===== src/rtl/tlp_pkg.sv =====
package tlp_pkg;
	// Source positions and widths
	localparam int NUM_SRC = 15;
	localparam int BASE_SRC = 7;
	localparam int EXT_BASE_POS = 7;
	localparam int IDX_W = 4;
	localparam int VEC_W = 16;
	localparam int GLOBAL_EN_BIT = 7;

	// Timing of a response, in system clock cycles
	localparam int DETECT_CYCLES = 1;
	localparam int LCALL_CYCLES = 4;
	localparam int MIN_RESPONSE_CYCLES = DETECT_CYCLES + LCALL_CYCLES;
	localparam int RETI_CYCLES = 5;
	localparam int DIV_CYCLES = 8;
	localparam int MAX_RESPONSE_CYCLES = DETECT_CYCLES + RETI_CYCLES + DIV_CYCLES + LCALL_CYCLES;

	// Vector table
	localparam logic [VEC_W-1:0] RESET_VECTOR = 16'h0000;
	localparam logic [VEC_W-1:0] FIRST_VECTOR = 16'h0003;
	localparam logic [VEC_W-1:0] LAST_VECTOR = 16'h0073;
	localparam int VECTOR_SHIFT = 3;

	// Implemented sources; positions 8, 9 and 13 are empty slots
	localparam logic [NUM_SRC-1:0] SRC_MASK = 15'h5cff;
	// Flags cleared by hardware when the core takes the vector
	localparam logic [NUM_SRC-1:0] HW_CLEAR_MASK = 15'h000f;

	// Register byte offsets
	localparam logic [7:0] OFS_ENABLE_BASE = 8'h00;
	localparam logic [7:0] OFS_BASE_PRIO = 8'h01;
	localparam logic [7:0] OFS_ENABLE_EXT = 8'h02;
	localparam logic [7:0] OFS_EXT_PRIO = 8'h03;
	localparam logic [7:0] OFS_PEND_LO = 8'h04;
	localparam logic [7:0] OFS_PEND_HI = 8'h05;
	localparam logic [7:0] OFS_EVT_STATUS = 8'h06;
	localparam logic [7:0] OFS_EVT_CLEAR = 8'h07;
	localparam logic [7:0] OFS_EVT_ENABLE = 8'h08;
	localparam logic [7:0] OFS_SERVICE = 8'h09;

	// Event status bits
	localparam int EVT_W = 3;
	localparam int EVT_VECTORED = 0;
	localparam int EVT_RETURNED = 1;
	localparam int EVT_NESTED = 2;

	// Service register fields
	localparam int SVC_ACTIVE_LOW = 0;
	localparam int SVC_ACTIVE_HIGH = 1;
	localparam int SVC_HOLD = 2;
	localparam int SVC_REQ = 3;
	localparam int SVC_IDX_LSB = 4;

	localparam logic [7:0] RESET_BYTE = 8'h00;

	// Request to the core
	typedef struct packed {
		logic valid;
		logic high;
		logic [IDX_W-1:0] index;
		logic [VEC_W-1:0] vector;
	} tlp_req_type;

	// Whole state of the prioritizer
	typedef struct packed {
		logic [7:0] enable_base;
		logic [7:0] base_priority_select;
		logic [7:0] enable_ext;
		logic [7:0] extended_priority_select;
		logic [NUM_SRC-1:0] pending;
		logic [EVT_W-1:0] evt_status;
		logic [EVT_W-1:0] evt_enable;
		logic active_low;
		logic active_high;
		logic hold_one;
		tlp_req_type req;
		logic [7:0] rdata;
	} tlp_state_type;
endpackage


===== src/rtl/tlp_prioritizer.sv =====
`timescale 1ns/1ps
// Summary of operation
// - Each source has its own priority bit choosing low or high level.
// - High requests may preempt a low routine, nothing preempts a high routine.
// - After reset every source is at low level.
// - Base priority bits sit in one register, extended ones in a second.
// - Simultaneous requests are served high level first.
// - Within one level the lowest fixed position, 0 to 14, wins.
// - Pending flags are sampled and the winner recomputed every cycle.
// - Detection takes one cycle, then the core spends four on the call.
// - After a return, exactly one more instruction runs before the next call.
// - Worst case response is 18 cycles: detect, return, divide, call.
// - A request at or below the running level waits for return and one instruction.
// - Each source vectors eight bytes apart from 0x0003 to 0x0073.
// - With the global enable off no request is made but flags stay pending.
// - Flags set on every event whatever the enables, and software may set them.
// - Some flags clear on vectoring, others stay and request again after return.
module tlp_prioritizer (
	input wire logic clk,
	input wire logic rst,
	input wire logic [tlp_pkg::NUM_SRC-1:0] src_event,
	input wire logic [7:0] reg_addr,
	input wire logic [7:0] reg_wdata,
	input wire logic reg_wr,
	input wire logic reg_rd,
	output logic [7:0] reg_rdata,
	output logic irq_req,
	output logic irq_high,
	output logic [tlp_pkg::VEC_W-1:0] irq_vector,
	input wire logic core_ack,
	input wire logic core_reti_done,
	input wire logic core_instr_done,
	output logic irq_out
);

	tlp_pkg::tlp_state_type state;
	tlp_pkg::tlp_state_type next_state;
	logic [tlp_pkg::NUM_SRC-1:0] enables;
	logic [tlp_pkg::NUM_SRC-1:0] levels;
	logic [tlp_pkg::NUM_SRC-1:0] cand_high;
	logic [tlp_pkg::NUM_SRC-1:0] cand_low;
	logic found_high;
	logic found_low;
	logic [tlp_pkg::IDX_W-1:0] idx_high;
	logic [tlp_pkg::IDX_W-1:0] idx_low;

	// Flatten enables and levels into position order
	assign enables = {state.enable_ext, state.enable_base[tlp_pkg::BASE_SRC-1:0]}
		& tlp_pkg::SRC_MASK;
	assign levels = {state.extended_priority_select,
		state.base_priority_select[tlp_pkg::BASE_SRC-1:0]} & tlp_pkg::SRC_MASK;

	// Candidates per source and level, gated by the global enable
	for (genvar g = 0; g < tlp_pkg::NUM_SRC; g++) begin : g_cand
		assign cand_high[g] = state.enable_base[tlp_pkg::GLOBAL_EN_BIT]
			& state.pending[g] & enables[g] & levels[g];
		assign cand_low[g] = state.enable_base[tlp_pkg::GLOBAL_EN_BIT]
			& state.pending[g] & enables[g] & ~levels[g];
	end

	// Fixed order search, lowest position wins
	always_comb begin
		found_high = 1'b0;
		found_low = 1'b0;
		idx_high = '0;
		idx_low = '0;
		for (int i = tlp_pkg::NUM_SRC - 1; i >= 0; i--) begin
			if (cand_high[i]) begin
				found_high = 1'b1;
				idx_high = tlp_pkg::IDX_W'(i);
			end
			if (cand_low[i]) begin
				found_low = 1'b1;
				idx_low = tlp_pkg::IDX_W'(i);
			end
		end
	end

	// Next state: registers, flags, arbitration and service tracking
	always_comb begin
		logic [7:0] wr_pend_lo;
		logic [7:0] wr_pend_hi;
		logic [tlp_pkg::NUM_SRC-1:0] sw_value;
		logic [tlp_pkg::NUM_SRC-1:0] auto_clear;
		logic [tlp_pkg::EVT_W-1:0] evt_set;
		logic [tlp_pkg::EVT_W-1:0] evt_clr;
		logic allow_high;
		logic allow_low;
		wr_pend_lo = '0;
		wr_pend_hi = '0;
		sw_value = '0;
		auto_clear = '0;
		evt_set = '0;
		evt_clr = '0;
		allow_high = 1'b0;
		allow_low = 1'b0;
		next_state = state;

		// Register writes
		if (reg_wr) begin
			unique case (reg_addr)
				tlp_pkg::OFS_ENABLE_BASE: next_state.enable_base = reg_wdata;
				tlp_pkg::OFS_BASE_PRIO: next_state.base_priority_select = reg_wdata & 8'h7f;
				tlp_pkg::OFS_ENABLE_EXT: next_state.enable_ext = reg_wdata
					& tlp_pkg::SRC_MASK[tlp_pkg::NUM_SRC-1:tlp_pkg::EXT_BASE_POS];
				tlp_pkg::OFS_EXT_PRIO: next_state.extended_priority_select = reg_wdata
					& tlp_pkg::SRC_MASK[tlp_pkg::NUM_SRC-1:tlp_pkg::EXT_BASE_POS];
				tlp_pkg::OFS_PEND_LO: wr_pend_lo = 8'hff;
				tlp_pkg::OFS_PEND_HI: wr_pend_hi = 8'hff;
				tlp_pkg::OFS_EVT_CLEAR: evt_clr = reg_wdata[tlp_pkg::EVT_W-1:0];
				tlp_pkg::OFS_EVT_ENABLE: next_state.evt_enable = reg_wdata[tlp_pkg::EVT_W-1:0];
				default: ;
			endcase
		end

		// Pending flags: software value, then hardware clear, then events win
		sw_value = {reg_wdata[6:0], reg_wdata};
		for (int i = 0; i < tlp_pkg::NUM_SRC; i++) begin
			if ((i < 8 && wr_pend_lo[0]) || (i >= 8 && wr_pend_hi[0])) begin
				next_state.pending[i] = sw_value[i];
			end
		end
		if (core_ack && state.req.valid) begin
			auto_clear[state.req.index] = 1'b1;
		end
		next_state.pending = (next_state.pending & ~(auto_clear & tlp_pkg::HW_CLEAR_MASK))
			| src_event;
		next_state.pending = next_state.pending & tlp_pkg::SRC_MASK;

		// Service level tracking
		if (core_ack && state.req.valid) begin
			evt_set[tlp_pkg::EVT_VECTORED] = 1'b1;
			if (state.req.high) begin
				next_state.active_high = 1'b1;
				evt_set[tlp_pkg::EVT_NESTED] = state.active_low;
			end else begin
				next_state.active_low = 1'b1;
			end
		end else if (core_reti_done) begin
			evt_set[tlp_pkg::EVT_RETURNED] = 1'b1;
			if (state.active_high) begin
				next_state.active_high = 1'b0;
			end else begin
				next_state.active_low = 1'b0;
			end
		end

		// One instruction must finish after a return
		if (core_reti_done) begin
			next_state.hold_one = 1'b1;
		end else if (core_instr_done) begin
			next_state.hold_one = 1'b0;
		end

		// Preemption gates
		allow_high = !state.active_high;
		allow_low = !state.active_high && !state.active_low;

		// Registered winner, one detection cycle before the core call
		next_state.req.valid = 1'b0;
		next_state.req.high = 1'b0;
		next_state.req.index = '0;
		if (!state.hold_one && !core_reti_done && !core_ack) begin
			if (found_high && allow_high) begin
				next_state.req.valid = 1'b1;
				next_state.req.high = 1'b1;
				next_state.req.index = idx_high;
			end else if (found_low && allow_low && !found_high) begin
				next_state.req.valid = 1'b1;
				next_state.req.index = idx_low;
			end
		end
		next_state.req.vector = tlp_pkg::FIRST_VECTOR
			+ (tlp_pkg::VEC_W'(next_state.req.index) << tlp_pkg::VECTOR_SHIFT);

		// Event status, set wins over clear
		next_state.evt_status = (state.evt_status & ~evt_clr) | evt_set;

		// Read data, valid the cycle after the strobe
		next_state.rdata = tlp_pkg::RESET_BYTE;
		if (reg_rd) begin
			unique case (reg_addr)
				tlp_pkg::OFS_ENABLE_BASE: next_state.rdata = state.enable_base;
				tlp_pkg::OFS_BASE_PRIO: next_state.rdata = state.base_priority_select;
				tlp_pkg::OFS_ENABLE_EXT: next_state.rdata = state.enable_ext;
				tlp_pkg::OFS_EXT_PRIO: next_state.rdata = state.extended_priority_select;
				tlp_pkg::OFS_PEND_LO: next_state.rdata = state.pending[7:0];
				tlp_pkg::OFS_PEND_HI: next_state.rdata = {1'b0, state.pending[14:8]};
				tlp_pkg::OFS_EVT_STATUS: next_state.rdata = {5'h00, state.evt_status};
				tlp_pkg::OFS_EVT_ENABLE: next_state.rdata = {5'h00, state.evt_enable};
				tlp_pkg::OFS_SERVICE: next_state.rdata = {state.req.index, state.req.valid,
					state.hold_one, state.active_high, state.active_low};
				default: next_state.rdata = tlp_pkg::RESET_BYTE;
			endcase
		end
	end

	// State register; everything resets to zero, so all sources start low
	always_ff @(posedge clk or posedge rst) begin
		if (rst) begin
			state <= '0;
		end else begin
			state <= next_state;
		end
	end

	// Outputs
	assign reg_rdata = state.rdata;
	assign irq_req = state.req.valid;
	assign irq_high = state.req.high;
	assign irq_vector = state.req.vector;
	assign irq_out = |(state.evt_status & state.evt_enable);

endmodule


===== config.mk =====
export PLATFORM = sky130hd
export DESIGN_NAME = tlp_prioritizer
export DESIGN_NICKNAME = d
export VERILOG_FILES = /design/src/rtl/tlp_pkg.sv /design/src/rtl/tlp_prioritizer.sv
export SDC_FILE = /design/constraint.sdc
export NUM_CORES = 1
export LEC_CHECK = 0
export BUFFER_PORTS_ARGS = -buffer_cell sky130_fd_sc_hd__buf_2
export CAP_MARGIN = 25
export CORE_ASPECT_RATIO = 0.7
export CORE_MARGIN = 2
export CORE_UTILIZATION = 49
export CTS_CLUSTER_SIZE = 16
export DETAILED_ROUTE_END_ITERATION = 10
export PLACE_DENSITY = 0.72
export SLEW_MARGIN = 20
export SYNTH_ARGS = -nofsm -noshare
export SYNTH_HDL_FRONTEND = slang
export SYNTH_SLANG_ARGS = --single-unit

===== constraint.sdc =====
create_clock -name clk -period 2.25 [get_ports clk]
set_input_delay 0.45 -clock clk [delete_from_list [all_inputs] [get_ports clk]]
set_output_delay 0.45 -clock clk [all_outputs]
set_load 0.01 [all_outputs]

==> impl_results.md <==
* Status: completed
* Critical path launch point type: primary input
* Most common cell after layout, fill and taps aside: dfrtp_1
* Worst VDD drop at just over 0.0004 V
* Asr flop ratio synth at 1.00
* CP Max Fanout at 5
* Die area at slightly below 8000 um^2
* Synth Register Bits at just over 60
* FMAX at between 400 and 500 MHz
* Root Driver: clkbuf_8
* GPL Wtd Cong at slightly above 0.9
* Vias in the first global route at ~2700
* Post-synth EDFFs at 0
* Yosys cell types at 52
* Reg-to-reg slack, setup at about 0.27 ns
* IO Pins at 65
* First-pass GRT wire length at 15100 um
* Final setup violation count at 0
* Max_slew headroom at 0.632
* Routed WL at between 9000 and 10000 um
* Initial antenna violation count at 0
* Total global-route track usage at 0.262
* Vias/cell at about 6
* Worst hold margin at about 0.067 ns
* Pwr dens at roughly 590 nW/um^2
* Number of port buffers at 51
* CTS max path bufs at 2
* Max Cap Violations at 0
* Core Area at 6820 um^2
* Most used flip-flop cell after synthesis: dfrtp_1
* Arr. time, crit path at 2.35 ns
* Hold Path Class: primary input to async pin
* Worst skew pair latency at 0.35 ns
* CTS resizes at 0
* Initial core utilization at 0.511
* Mapped cell area at approximately 3500 um^2
* Initial DRT Pass Iterations at 5
* Final worst path period share at 0.941
* Row count at 25
* Final hold violations at 0
* Synth Instances at 336
* Max incr delay on CP at about 0.57 ns
* Largest net degree at the start of global routing at 29
* Routed len/inst at slightly below 20 um
* Min cycle time layout at roughly 2.1 ns
* R2R depth at 6
* Clk sinks at 61
* Drc violations at 0
* GR Overflow Total at 0
* Syn_area_per_cell at between 10 and 15 um^2
* CTS tree: yes
* Vias after detailed routing at around 3000
* Die height at about 75 um
* Crit path kind: primary input to register
* Final Net Count at 440
* Antenna Cells at 0
* Most frequent cells in the layout: dfrtp_1 (61), buf_2 (51), mux2_2 (34), buf_4 (32), nand2_1 (21)
* Post-Place Cell Area at 3920 um^2
* Final ANT Viol Nets at 0
* Slew Limit Fails at 0
* Worst Max-Slew Pin Slew at approximately 0.55 ns
* Sequential element share of the synthesized area at 0.438
* Area Overhead vs Synth at 18.9%
* Reg2Reg Launch Point: state[85]
* Final setup skew at 0.00732 ns
* Worst r2r dst: state[26]
* Post-CTS setup repair buffer count at 0
* Die extent in x at between 100 and 150 um
* # hold bufs at CTS at 0
* Worst path slowest cell: or4_4
* Crit-path cells: buf_2 -> or4_4 -> or3_1 -> nor3_4 -> mux2_2
* Crit. End Element: register
* Layout cells sized above 1 at 0.356
* H-tree levels at 3
* 1st-iter DRT viols at about 280
* P_leak at ~2.0 nW
* Worst-path clk slew at roughly 0.08 ns
* Detail Placement HPWL at 7390 um
* CP Data Required Time at about 2.5 ns
* Final Cell Area at just over 4000 um^2
* RSZ-0062 raised after global routing: no
* Yosys warns at 0
* Cts bufs inserted at 9
==> synthesized netlist by cell type (all sizes together) (4+ instances only) <==
library cell / count / area [um^2]
nor3: 8 / 73.8
mux2i: 8 / 80.1
nor2: 17 / 63.8
dfrtp: 61 / 1530
clkbuf: 7 / 26.3
and3: 9 / 56.3
or3: 4 / 27.5
nor2b: 7 / 43.8
inv: 6 / 22.5
a211o: 8 / 70.1
o21ai: 8 / 40.0
a22oi: 8 / 60.1
buf: 32 / 225
nand4: 15 / 93.8
nand2: 22 / 90.1
and4: 4 / 35.0
nand4b: 10 / 87.6
a21oi: 14 / 70.1
nand3: 6 / 30.0
mux2: 34 / 383
a31oi: 5 / 31.3
==> final cells by class <==
type | instances | area [um^2]
multi-input combinational | 239 | 1720
timing repair buffer | 85 | 536
fill | 599 | 2680
clock inverter | 7 | 98.8
tap | 94 | 118
sequential | 61 | 1530
clock buffer | 9 | 124
inverter | 6 | 22.5
==> flip-flops by register name, summed over array words and instances, names as in the netlist <==
name        count
irq_req         1
levels         12
enables        12
irq_vector      1
state          26
irq_high        1
reg_rdata       8
==> stage by stage <==
stage	TNS [ns]	worst slack [ns]	utilization	power, mW	instances
final	0	0.132	0.608	2.44	501
after global routing	0	0.0925	0.608	2.53	501
after CTS	0	0.143	0.608	2.45	501
after detailed placement	-3.40	-0.205	0.575	1.36	485
after global placement	-2.91	-0.174	0.575	1.35	485
after floorplan	0	0.0225	-	1.29	345
==> report_power, final <==
| group | total (mW) | switching [mW] | internal (mW) |
|---|---|---|---|
| Clock | 1.10 | 0.473 | 0.629 |
| Sequential | 1.15 | 0.0304 | 1.12 |
| Combinational | 0.188 | 0.111 | 0.0773 |
==> worst max-delay path by stage <==
stage	start	cells after the start	endpoint	slack, ns
6_report	reg_addr[5]	5	enables[7]	0.13
2_1_floorplan	reg_addr[5]	5	levels[10]	0.02
5_1_grt	reg_addr[5]	5	enables[11]	0.09
3_5_place_dp	reg_addr[5]	5	enables[12]	-0.20
4_1_cts	reg_addr[5]	5	enables[12]	0.14
3_3_place_gp	reg_addr[5]	5	enables[10]	-0.17
==> cells by family (layout without fill, tap and decap cells) <==
group	after synthesis	count (layout)	synth area share
compound gates	71	71	0.146
other cells	2	11	0.00215
mux	42	42	0.133
simple gates	115	115	0.202
flops	61	61	0.438
buf+inv	45	107	0.0786
==> critical path: cells and delay by family <==
kind	cells	cell delay, ns
simple gates	3	1.42
mux	1	0.38
buf+inv	1	0.09
==> layer usage <==
layer,track usage,vias to the layer above,wire [um]
met2,0.381,187,4190
li1,-,1373,-
met1,0.400,1395,4660
met5,0,-,0
met4,0.0667,0,79
met3,0.0543,11,979
(Power assumes the default switching activity.)
